$ cat src/nvm_autoload_params.svh
// Constants of the nonvolatile loader and EEPROM access logic
`ifndef NVM_AUTOLOAD_PARAMS_SVH
`define NVM_AUTOLOAD_PARAMS_SVH
`define REG_PAGE 2'h3
`define OFF_ACC_CTRL 4'h2
`define OFF_ADDR_DATA 4'h4
`define BIT_START 7
`define BIT_WNR 6
`define SIG_ADDR 17'h00FF4
`define RING_TOP 17'h03FFF
`define LOAD_BASE 17'h04000
`define CIS_BASE 17'h04010
`define SRAM_TOP 17'h07FFF
`define ATTR_LIMIT 17'h03FFF
`define COMMON_LIMIT 17'h1FFFF
`define EE_COUNT_WORD 8'h00
`define EE_ID_WORD 8'h01
`define EE_CIS_WORD 8'h05
`define CIS_MAX_WORDS 8'hF6
`define OPC_READ 3'h6
`define OPC_WRITE 3'h5
`define OPC_EWEN 3'h4
`define EWEN_ADDR 8'hC0
`define LEN_CMD 5'h0B
`define LEN_WRITE 5'h1B
`define LEN_READ 5'h1B
`define CLK_MHZ 125
`define SK_HALF_NS 500
`define SK_HALF_CYC ((`SK_HALF_NS * `CLK_MHZ + 999) / 1000)
`define LOAD_LIMIT_US 10000
`define LOAD_LIMIT_CYC (`LOAD_LIMIT_US * `CLK_MHZ)
`endif

$ cat src/nvm_autoload_pkg.sv
// Types of the nonvolatile loader and EEPROM access logic
package nvm_autoload_pkg;
  typedef enum logic [2:0] {
    L_STRAP = 3'h0, L_ISSUE = 3'h1, L_WAIT = 3'h3,
    L_WLO = 3'h2, L_WHI = 3'h6, L_READY = 3'h7
  } load_state_t;
  typedef enum logic [1:0] {S_IDLE = 2'h0, S_ADDR = 2'h1, S_DATA = 2'h3, S_RUN = 2'h2} seq_state_t;
  typedef enum logic [1:0] {OP_READ = 2'h0, OP_WRITE = 2'h1, OP_EWEN = 2'h3} nvm_op_t;
  typedef enum logic [1:0] {E_IDLE = 2'h0, E_SHIFT = 2'h1, E_GAP = 2'h3, E_POLL = 2'h2} eng_state_t;
  typedef enum logic [1:0] {SRC_NONE = 2'h0, SRC_SIG = 2'h1, SRC_MEM = 2'h3} rd_src_t;
  typedef struct packed {
    eng_state_t phase;
    logic [6:0] div;
    logic [4:0] nbits;
    logic [4:0] len;
    logic [26:0] tx;
    logic [15:0] rx;
    logic cs;
    logic sk;
    logic di;
    logic done;
    logic wr;
  } eng_st_t;
  typedef struct packed {
    load_state_t lstate;
    seq_state_t sstate;
    logic strap_flash;
    logic [7:0] idx;
    logic [7:0] cis_cnt;
    logic [15:0] data;
    logic [20:0] timer;
    logic ctrl_start;
    logic ctrl_wnr;
    logic [15:0] holder;
    logic [7:0] seq_addr;
    logic ewen_pend;
    logic eng_start;
    nvm_op_t eng_op;
    logic [7:0] eng_addr;
    logic sig_odd;
    logic m_busy;
    logic m_wr;
    rd_src_t m_src;
    logic mem_ack;
    logic [7:0] mem_rdata;
    logic [16:0] local_mem_addr_bus;
    logic [7:0] local_mem_data_bus;
    logic sram_cs_b;
    logic flash_cs_b;
    logic mem_oe_b;
    logic mem_we_b;
    logic host_irq_busy_b;
    logic [15:0] io_rdata;
  } top_st_t;
endpackage

$ cat src/nvm_serial_word.sv
// Three-wire serial EEPROM word engine: read, write, erase/write enable
`include "nvm_autoload_params.svh"
module nvm_serial_word (
  input wire logic clk,
  input wire logic rst_b,
  input wire logic start,
  input wire nvm_autoload_pkg::nvm_op_t op,
  input wire logic [7:0] addr,
  input wire logic [15:0] wdata,
  input wire logic ser_do,
  output logic done,
  output logic busy,
  output logic [15:0] rdata,
  output logic ser_cs,
  output logic ser_sk,
  output logic ser_di
);
  nvm_autoload_pkg::eng_st_t s;
  nvm_autoload_pkg::eng_st_t next_s;
  logic half;

  assign half = s.div == 7'(`SK_HALF_CYC - 1);

  always_comb begin
    next_s = s;
    next_s.done = 1'b0;
    case (s.phase)
      nvm_autoload_pkg::E_IDLE: begin
        if (start) begin
          case (op)
            nvm_autoload_pkg::OP_READ: begin
              next_s.tx = {`OPC_READ, addr, 16'h0000};
              next_s.len = `LEN_READ;
            end
            nvm_autoload_pkg::OP_WRITE: begin
              next_s.tx = {`OPC_WRITE, addr, wdata};
              next_s.len = `LEN_WRITE;
            end
            default: begin
              next_s.tx = {`OPC_EWEN, `EWEN_ADDR, 16'h0000};
              next_s.len = `LEN_CMD;
            end
          endcase
          next_s.wr = op == nvm_autoload_pkg::OP_WRITE;
          next_s.nbits = 5'h00;
          next_s.div = 7'h00;
          next_s.cs = 1'b1;
          next_s.sk = 1'b0;
          next_s.di = 1'b1;
          next_s.phase = nvm_autoload_pkg::E_SHIFT;
        end
      end
      nvm_autoload_pkg::E_SHIFT: begin
        next_s.div = s.div + 7'h01;
        if (half) begin
          next_s.div = 7'h00;
          next_s.sk = !s.sk;
          // Sampled on the falling edge, where the part's output is settled
          if (s.sk) begin
            next_s.rx = {s.rx[14:0], ser_do};
            next_s.nbits = s.nbits + 5'h01;
            next_s.tx = {s.tx[25:0], 1'b0};
            next_s.di = s.tx[25];
            if (s.nbits + 5'h01 == s.len) begin
              next_s.cs = 1'b0;
              next_s.di = 1'b0;
              next_s.phase = s.wr ? nvm_autoload_pkg::E_GAP : nvm_autoload_pkg::E_IDLE;
              next_s.done = !s.wr;
            end
          end
        end
      end
      nvm_autoload_pkg::E_GAP: begin
        next_s.div = s.div + 7'h01;
        if (half) begin
          next_s.div = 7'h00;
          next_s.cs = 1'b1;
          next_s.phase = nvm_autoload_pkg::E_POLL;
        end
      end
      nvm_autoload_pkg::E_POLL: begin
        // Ready shows as data-out high once the internal write ends
        // Data-out is not trusted until half an SK period after select rises
        if (!half) begin
          next_s.div = s.div + 7'h01;
        end else if (ser_do) begin
          next_s.cs = 1'b0;
          next_s.done = 1'b1;
          next_s.phase = nvm_autoload_pkg::E_IDLE;
        end
      end
      default: next_s.phase = nvm_autoload_pkg::E_IDLE;
    endcase
  end

  always_ff @(posedge clk or negedge rst_b) begin
    if (!rst_b) begin
      s <= '0;
    end else begin
      s <= next_s;
    end
  end

  assign done = s.done;
  assign busy = s.phase != nvm_autoload_pkg::E_IDLE;
  assign rdata = s.rx;
  assign ser_cs = s.cs;
  assign ser_sk = s.sk;
  assign ser_di = s.di;
endmodule

$ cat src/nvm_mem_decode.sv
// Host memory window decode: signature, SRAM, flash and write protection
`include "nvm_autoload_params.svh"
module nvm_mem_decode (
  input wire logic strap_flash,
  input wire logic attr,
  input wire logic wr,
  input wire logic flash_wen,
  input wire logic [16:0] addr,
  output logic sig_hit,
  output logic sram_hit,
  output logic flash_hit,
  output logic wr_drop,
  output logic [16:0] phys
);
  always_comb begin
    sig_hit = attr && addr == `SIG_ADDR;
    sram_hit = 1'b0;
    flash_hit = 1'b0;
    wr_drop = 1'b0;
    phys = addr;
    if (strap_flash) begin
      flash_hit = !sig_hit && (attr ? addr <= `ATTR_LIMIT :
                  addr > `ATTR_LIMIT && addr <= `COMMON_LIMIT);
      sram_hit = !attr && addr <= `RING_TOP;
      wr_drop = wr && flash_hit && !flash_wen;
    end else begin
      if (attr) begin
        phys = `CIS_BASE + {1'b0, addr[16:1]};
        sram_hit = !sig_hit;
      end else begin
        sram_hit = addr <= `SRAM_TOP;
      end
      wr_drop = wr && sram_hit && phys >= `LOAD_BASE;
    end
  end
endmodule

$ cat src/nvm_autoload.sv
// Power-on loader, EEPROM word access and memory decode of the card
`include "nvm_autoload_params.svh"
module nvm_autoload #(
  parameter int LOAD_LIMIT_CYCLES = `LOAD_LIMIT_CYC,
  // Arbitrary identification value
  parameter logic [7:0] CHIP_ID = 8'h5A
) (
  input wire logic clk,
  input wire logic rst_b,
  input wire logic nvm_select_strap,
  input wire logic flash_write_enable_bit,
  input wire logic io_wr,
  input wire logic io_rd,
  input wire logic [1:0] io_page,
  input wire logic [3:0] io_addr,
  input wire logic [15:0] io_wdata,
  output logic [15:0] io_rdata,
  input wire logic mem_req,
  input wire logic mem_attr,
  input wire logic mem_wr,
  input wire logic [16:0] mem_addr,
  input wire logic [7:0] mem_wdata,
  output logic [7:0] mem_rdata,
  output logic mem_ack,
  output logic [16:0] local_mem_addr_bus,
  output logic [7:0] local_mem_data_bus,
  input wire logic [7:0] local_mem_data_in,
  output logic sram_cs_b,
  output logic flash_cs_b,
  output logic mem_oe_b,
  output logic mem_we_b,
  output logic host_irq_busy_b,
  output logic eeprom_cs,
  output logic eeprom_sk,
  output logic eeprom_di,
  input wire logic eeprom_do
);
  nvm_autoload_pkg::top_st_t s;
  nvm_autoload_pkg::top_st_t next_s;
  logic eng_done;
  logic eng_busy;
  logic [15:0] eng_rdata;
  logic sig_hit;
  logic sram_hit;
  logic flash_hit;
  logic wr_drop;
  logic [16:0] phys;
  logic hit_ctrl;
  logic hit_hold;
  logic io_any;
  logic ctrl_ok;
  logic [7:0] cnt_clamped;

  function automatic logic is_reg(input logic [1:0] pg, input logic [3:0] ad, input logic [3:0] off);
    return pg == `REG_PAGE && ad == off;
  endfunction

  // Word 1..4 carry IDs, board type, checksum; later words the card info
  function automatic logic [16:0] load_addr(input logic [7:0] idx);
    logic [7:0] k;
    k = idx - `EE_CIS_WORD;
    if (idx < `EE_CIS_WORD) begin
      k = idx - `EE_ID_WORD;
      return `LOAD_BASE + {8'h00, k, 1'b0};
    end
    return `CIS_BASE + {8'h00, k, 1'b0};
  endfunction

  ////////////////////////////////////////////////////////////////////////////
  nvm_serial_word u_word (
    .clk(clk),
    .rst_b(rst_b),
    .start(s.eng_start),
    .op(s.eng_op),
    .addr(s.eng_addr),
    .wdata(s.holder),
    .ser_do(eeprom_do),
    .done(eng_done),
    .busy(eng_busy),
    .rdata(eng_rdata),
    .ser_cs(eeprom_cs),
    .ser_sk(eeprom_sk),
    .ser_di(eeprom_di)
  );

  nvm_mem_decode u_dec (
    .strap_flash(s.strap_flash),
    .attr(mem_attr),
    .wr(mem_wr),
    .flash_wen(flash_write_enable_bit),
    .addr(mem_addr),
    .sig_hit(sig_hit),
    .sram_hit(sram_hit),
    .flash_hit(flash_hit),
    .wr_drop(wr_drop),
    .phys(phys)
  );

  assign hit_ctrl = is_reg(io_page, io_addr, `OFF_ACC_CTRL);
  assign hit_hold = is_reg(io_page, io_addr, `OFF_ADDR_DATA);
  assign io_any = io_wr || io_rd;
  assign ctrl_ok = !s.strap_flash && s.lstate == nvm_autoload_pkg::L_READY;
  assign cnt_clamped = eng_rdata[7:0] > `CIS_MAX_WORDS ? `CIS_MAX_WORDS : eng_rdata[7:0];

  ////////////////////////////////////////////////////////////////////////////
  always_comb begin
    next_s = s;
    next_s.eng_start = 1'b0;
    next_s.mem_ack = 1'b0;
    next_s.sram_cs_b = 1'b1;
    next_s.flash_cs_b = 1'b1;
    next_s.mem_oe_b = 1'b1;
    next_s.mem_we_b = 1'b1;

    // Loader: entered only through the hardware reset value of lstate
    case (s.lstate)
      nvm_autoload_pkg::L_STRAP: begin
        next_s.strap_flash = nvm_select_strap;
        next_s.idx = `EE_COUNT_WORD;
        next_s.lstate = nvm_select_strap ? nvm_autoload_pkg::L_READY : nvm_autoload_pkg::L_ISSUE;
      end
      nvm_autoload_pkg::L_ISSUE: begin
        if (!eng_busy) begin
          next_s.eng_start = 1'b1;
          next_s.eng_op = nvm_autoload_pkg::OP_READ;
          next_s.eng_addr = s.idx;
          next_s.lstate = nvm_autoload_pkg::L_WAIT;
        end
      end
      nvm_autoload_pkg::L_WAIT: begin
        if (eng_done) begin
          next_s.data = eng_rdata;
          if (s.idx == `EE_COUNT_WORD) begin
            next_s.cis_cnt = cnt_clamped;
            next_s.idx = `EE_ID_WORD;
            next_s.lstate = nvm_autoload_pkg::L_ISSUE;
          end else begin
            next_s.lstate = nvm_autoload_pkg::L_WLO;
          end
        end
      end
      nvm_autoload_pkg::L_WLO: begin
        next_s.local_mem_addr_bus = load_addr(s.idx);
        next_s.local_mem_data_bus = s.data[7:0];
        next_s.sram_cs_b = 1'b0;
        next_s.mem_we_b = 1'b0;
        next_s.lstate = nvm_autoload_pkg::L_WHI;
      end
      nvm_autoload_pkg::L_WHI: begin
        next_s.local_mem_addr_bus = load_addr(s.idx) + 17'h00001;
        next_s.local_mem_data_bus = s.data[15:8];
        next_s.sram_cs_b = 1'b0;
        next_s.mem_we_b = 1'b0;
        next_s.idx = s.idx + 8'h01;
        if (s.idx + 8'h01 == `EE_CIS_WORD + s.cis_cnt) begin
          next_s.lstate = nvm_autoload_pkg::L_READY;
        end else begin
          next_s.lstate = nvm_autoload_pkg::L_ISSUE;
        end
      end
      nvm_autoload_pkg::L_READY: next_s.timer = s.timer;
      default: next_s.lstate = nvm_autoload_pkg::L_READY;
    endcase

    // Hard ceiling on the load, whatever the card information length
    if (s.lstate != nvm_autoload_pkg::L_READY) begin
      next_s.timer = s.timer + 21'h000001;
      if (s.timer == 21'(LOAD_LIMIT_CYCLES - 1)) begin
        next_s.lstate = nvm_autoload_pkg::L_READY;
      end
    end
    next_s.host_irq_busy_b = next_s.lstate == nvm_autoload_pkg::L_READY;

    //////////////////////////////////////////////////////////////////////////
    // Register reads; inhibited control register reads as zero
    if (io_rd) begin
      if (hit_ctrl && ctrl_ok) begin
        next_s.io_rdata = {8'h00, s.ctrl_start, s.ctrl_wnr, 6'h00};
      end else if (hit_hold) begin
        next_s.io_rdata = s.holder;
      end else begin
        next_s.io_rdata = 16'h0000;
      end
    end

    case (s.sstate)
      nvm_autoload_pkg::S_IDLE: begin
        if (io_wr && hit_hold) begin
          next_s.holder = io_wdata;
        end
        if (io_wr && hit_ctrl && ctrl_ok) begin
          next_s.ctrl_wnr = io_wdata[`BIT_WNR];
          // A new start is dropped, not queued, while an aborted frame is still on the wire
          if (io_wdata[`BIT_START] && !eng_busy) begin
            next_s.ctrl_start = 1'b1;
            next_s.sstate = nvm_autoload_pkg::S_ADDR;
          end
        end
      end
      nvm_autoload_pkg::S_ADDR: begin
        if (io_wr && hit_hold) begin
          next_s.holder = io_wdata;
          next_s.seq_addr = io_wdata[7:0];
          if (s.ctrl_wnr) begin
            next_s.sstate = nvm_autoload_pkg::S_DATA;
          end else begin
            next_s.eng_start = 1'b1;
            next_s.eng_op = nvm_autoload_pkg::OP_READ;
            next_s.eng_addr = io_wdata[7:0];
            next_s.sstate = nvm_autoload_pkg::S_RUN;
          end
        end else if (io_any) begin
          next_s.ctrl_start = 1'b0;
          next_s.sstate = nvm_autoload_pkg::S_IDLE;
        end
      end
      nvm_autoload_pkg::S_DATA: begin
        if (io_wr && hit_hold) begin
          next_s.holder = io_wdata;
          next_s.eng_start = 1'b1;
          next_s.eng_op = nvm_autoload_pkg::OP_EWEN;
          next_s.ewen_pend = 1'b1;
          next_s.sstate = nvm_autoload_pkg::S_RUN;
        end else if (io_any) begin
          next_s.ctrl_start = 1'b0;
          next_s.sstate = nvm_autoload_pkg::S_IDLE;
        end
      end
      nvm_autoload_pkg::S_RUN: begin
        if (eng_done) begin
          if (s.ewen_pend) begin
            next_s.ewen_pend = 1'b0;
            next_s.eng_start = 1'b1;
            next_s.eng_op = nvm_autoload_pkg::OP_WRITE;
            next_s.eng_addr = s.seq_addr;
          end else begin
            if (!s.ctrl_wnr) begin
              next_s.holder = eng_rdata;
            end
            next_s.ctrl_start = 1'b0;
            next_s.sstate = nvm_autoload_pkg::S_IDLE;
          end
        end
        // Only polling of the control register keeps the sequence alive
        if (io_any && !(io_rd && hit_ctrl)) begin
          next_s.ctrl_start = 1'b0;
          next_s.ewen_pend = 1'b0;
          next_s.sstate = nvm_autoload_pkg::S_IDLE;
        end
      end
      default: next_s.sstate = nvm_autoload_pkg::S_IDLE;
    endcase

    //////////////////////////////////////////////////////////////////////////
    // Host memory port; requests are not taken while the load runs
    if (s.m_busy) begin
      next_s.m_busy = 1'b0;
      next_s.mem_ack = 1'b1;
      if (s.m_src == nvm_autoload_pkg::SRC_MEM && !s.m_wr) begin
        next_s.mem_rdata = local_mem_data_in;
      end
      // A request still standing on its ack edge is the one just served
    end else if (mem_req && !s.mem_ack && s.lstate == nvm_autoload_pkg::L_READY) begin
      next_s.m_busy = 1'b1;
      next_s.m_wr = mem_wr;
      next_s.m_src = nvm_autoload_pkg::SRC_NONE;
      next_s.mem_rdata = 8'h00;
      next_s.local_mem_addr_bus = phys;
      next_s.local_mem_data_bus = mem_wdata;
      if (sig_hit) begin
        next_s.m_src = nvm_autoload_pkg::SRC_SIG;
        if (!mem_wr) begin
          next_s.sig_odd = !s.sig_odd;
          next_s.mem_rdata = s.sig_odd ? CHIP_ID : 8'h00;
        end
      end else if ((sram_hit || flash_hit) && !wr_drop) begin
        next_s.m_src = nvm_autoload_pkg::SRC_MEM;
        next_s.sram_cs_b = !sram_hit;
        next_s.flash_cs_b = !flash_hit;
        next_s.mem_we_b = !mem_wr;
        next_s.mem_oe_b = mem_wr;
      end
    end
  end

  always_ff @(posedge clk or negedge rst_b) begin
    if (!rst_b) begin
      s <= '0;
      s.sram_cs_b <= 1'b1;
      s.flash_cs_b <= 1'b1;
      s.mem_oe_b <= 1'b1;
      s.mem_we_b <= 1'b1;
    end else begin
      s <= next_s;
    end
  end

  ////////////////////////////////////////////////////////////////////////////
  assign io_rdata = s.io_rdata;
  assign mem_rdata = s.mem_rdata;
  assign mem_ack = s.mem_ack;
  assign local_mem_addr_bus = s.local_mem_addr_bus;
  assign local_mem_data_bus = s.local_mem_data_bus;
  assign sram_cs_b = s.sram_cs_b;
  assign flash_cs_b = s.flash_cs_b;
  assign mem_oe_b = s.mem_oe_b;
  assign mem_we_b = s.mem_we_b;
  assign host_irq_busy_b = s.host_irq_busy_b;
endmodule

$ cat config.mk
export PLATFORM = sky130hd
export DESIGN_NAME = nvm_autoload
export DESIGN_NICKNAME = d
export VERILOG_FILES = /design/src/nvm_autoload_pkg.sv /design/src/nvm_serial_word.sv /design/src/nvm_mem_decode.sv /design/src/nvm_autoload.sv
export VERILOG_INCLUDE_DIRS = /design/src
export SDC_FILE = /design/constraint.sdc
export NUM_CORES = 1
export LEC_CHECK = 0
export BUFFER_PORTS_ARGS = -buffer_cell sky130_fd_sc_hd__buf_2
export CAP_MARGIN = 20
export CORE_MARGIN = 1
export CORE_UTILIZATION = 64
export DETAILED_ROUTE_END_ITERATION = 10
export PLACE_DENSITY_LB_ADDON = 0.05
export SYNTH_ARGS = -nofsm -noshare
export SYNTH_HDL_FRONTEND = slang
export SYNTH_SLANG_ARGS = --single-unit
$ cat constraint.sdc
create_clock -name clk -period 3.9 [get_ports clk]
set_input_delay 0.39 -clock clk [delete_from_list [all_inputs] [get_ports clk]]
set_output_delay 0.39 -clock clk [all_outputs]
set_load 0.1 [all_outputs]
==> metrics.cfg <==
[outcome]
status = finished clean

[floorplanning]
die_y_um = 137
die_area_um2 = 18800
num_rows = 49
die_w_um = 137
top_level_ports = 123
coreArea_um2 = 18000
start_util_pct = 65.2

[sta]
setup_viol = 0
hold_viol = 0
slew_headroom_pct = 37.8
fmaxAchievable_ghz = 0.329
timing.final.ws_setup_ns = 0.865
slew_violations = 0
holdWs_ns = 0.0682
period_share_pct = 77.8
finalSetupTns_ns = 0
worstMarginPinSlew_ns = 0.925
min_period_ns = 3.04
skew_ns = 0.0118
rsz0062_at_grt = false

[clock_network]
cts.sinks = 220
clockBufferDepth = 3
cts.clk_slew.worst_paths_ns = 0.06
cts_root_buf = clkbuf_16
cts_hold_buf = 1
worstSkewPairLatency_ns = 0.52
postCtsSetupBuffers = 0
htreeDepth = 1
post_cts_resized = 0
tritoncts.num_buffers = 24
tritoncts = built

[route]
wl_um = 26300
via_count = 9301
drc = 0
wire_per_inst_um = 17.2
ant_nets = 0
drt_iter0_markers = 742
via_per_inst = 6.07
drtPass1Iterations = 5

[grt]
overflow = 0
grtUsageTotal_pct = 28.5
antenna_found_initial = 0
first_global_vias = 8547
grt_max_degree = 104
grt_first_pass_wirelength_um = 42800

[synth]
ys.flop_type = dfrtp_1
synth_seq_cells = 220
yosysSeqAreaShare_pct = 47.1
synth_fp_nets = 1324
ys.warnings.count = 0
synth.area.top_cells = dfrtp_1, nand2_1, nor2_1, buf_4, o21ai_0
synth.largest_area_cell = dfrtp_1
synthCells = 1242
synth_cell_type_count = 85
syn_area_per_cell_um2 = 9.42
synth_edf_count = 0
yosysTopAreaCellShare_pct = 46.2
synthArstFlopShare_pct = 100
synth_area_um2 = 11700

[cells_and_area]
drive_above_1_share_pct = 18.8
num-fill-cells = 1403
area_delta_synth_final_pct = 10.4
mostFrequentLayoutCells = dfrtp_1, nand2_1, nor2_1
postLayoutCoreUtil_pct = 71.9
final_area_um2 = 12900
nNetsFinal = 1366
instances_no_fill = 1532
final_common_cell = dfrtp_1

[pwr]
switching_power_mw = 1.14
pwr-share-comb_pct = 5.4
power.internal_mw = 3.79
total_power_mw = 4.93
power_leakage_nw = 5.97
pwr-share-clk_pct = 46.7
powerDensity_nw_per_um2 = 382
ir_worst_vdd_mv = 0.596
switching_share_pct = 23.2
p_seq_share_pct = 47.9

[placed_design]
gp_congestion = 0.848
detailed_place_hpwl_um = 18000
dp_cells = 1485
place_area_um2 = 12100
io_buffer_count = 122
place_worst_setup_slack_ns = 0.890

[flow_run]
maxCapViolCount = 0

[critical_path]
arrival_ns = 3.44
critPathCaptureType = flip-flop
crit_chain = nand3_2 -> nor4_1 -> and4_1 -> o22ai_1 -> a21oi_1 -> mux2_2
crit_required_ns = 4.31
worst-setup-path-type = flip-flop to flip-flop
slowest_delay_ns = 0.89
slowest_stage = dfrtp_1
cp_max_fo = 19
cp-start-kind = flip-flop

[hold_path]
min_path_type = input port to flip-flop

## cell families (layout without fill, tap and decap cells)
group	Yosys count	in the layout	share of synthesized area, %
simple gates	468	468	19.2
compound gates	286	286	16.2
flops	220	220	47.1
buf+inv	143	203	6.52
mux	56	56	5.23
xor+xnor	50	50	3.74
fa+ha+maj	19	19	1.99
other cells	0	1	0
## power by group through the flow
stage               clock network [mW]  logic [mW]  registers [mW]
finish                            2.30       0.266            2.36
global route                      2.43       0.299            2.36
CTS                               2.34       0.270            2.36
detailed placement                   0       0.267            2.40
global placement                     0       0.263            2.40
floorplan                            0       0.151            2.39
## state kept, by name (all words and copies together) (netlist names)
register            count
local_mem_addr_bus     17
s                     102
local_mem_data_bus      8
u_word.s               43
mem_we_b                1
sram_cs_b               1
io_rdata               16
mem_oe_b                1
host_irq_busy_b         1
u_word.rdata           16
u_word.ser_sk           1
mem_ack                 1
u_word.ser_cs           1
mem_rdata               8
u_word.done             1
u_word.ser_di           1
flash_cs_b              1
## layer usage
metal  up-vias  GRT usage (%)  wire, um
li1       4445              -         -
met1      4583           40.0     12000
met2       227           45.6     12500
met3        46           4.49      1290
met4         0           8.67       584
met5         -              0         0
## final cells by class
class | instances | area [um^2] | area share (%)
Antenna cell | 1 | 2.50 | 0.0194
Clock buffer | 33 | 694 | 5.37
Clock inverter | 11 | 125 | 0.968
Inverter | 22 | 82.6 | 0.639
Multi-Input combinational cell | 879 | 5440 | 42.1
Sequential cell | 220 | 5510 | 42.6
Tap cell | 229 | 287 | 2.22
Timing Repair Buffer | 137 | 781 | 6.04
## worst paths after layout
check / from / endpoint / slack, ns / depth (start not counted)
setup / recovery: s[156]$_DFF_PN0_ / s[97]$_DFFE_PN0P_ / 0.86 / 6
hold / removal: mem_wdata[3] / local_mem_data_bus[3]$_DFF_PN0_ / 0.07 / 3
setup reg to reg: s[156]$_DFF_PN0_ / s[97]$_DFFE_PN0P_ / 0.86 / 6
hold reg to reg: s[59]$_DFFE_PN0P_ / s[59]$_DFFE_PN0P_ / 0.47 / 1
max in group asynchronous: rst_b / u_word.rdata[1]$_DFFE_PN0P_ / 2.53 / 3
min in group asynchronous: rst_b / mem_rdata[4]$_DFFE_PN0P_ / 0.48 / 2
## cell usage after synthesis (5+ instances only)
library cell	number
clkbuf_1	46
a21o_1	6
a211oi_1	6
o22ai_1	9
a221oi_1	24
nor2b_1	11
o31ai_1	8
buf_4	50
nand3_1	41
or3_1	6
nand4_1	9
nor3_1	22
nor2_1	134
nand2_1	166
a22oi_1	24
o21ai_0	70
ha_1	17
nand3b_1	5
inv_1	20
mux2i_1	21
dfrtp_1	216
o2bb2ai_1	15
xnor2_1	30
nand2b_1	10
a31oi_1	24
buf_2	19
a21oi_1	64
xor2_1	20
mux2_2	31
and3_1	16
nor4_1	8
## critical path, delay by kind of cell (launching register included)
family / cells / cell delay, ns
multiplexers: 1 / 0.35
AO/OA/AOI/OAI: 2 / 0.31
flip-flops: 1 / 0.89
AND/OR/NAND/NOR: 3 / 1.37
Note: power is estimated with default switching activity, not from simulation.
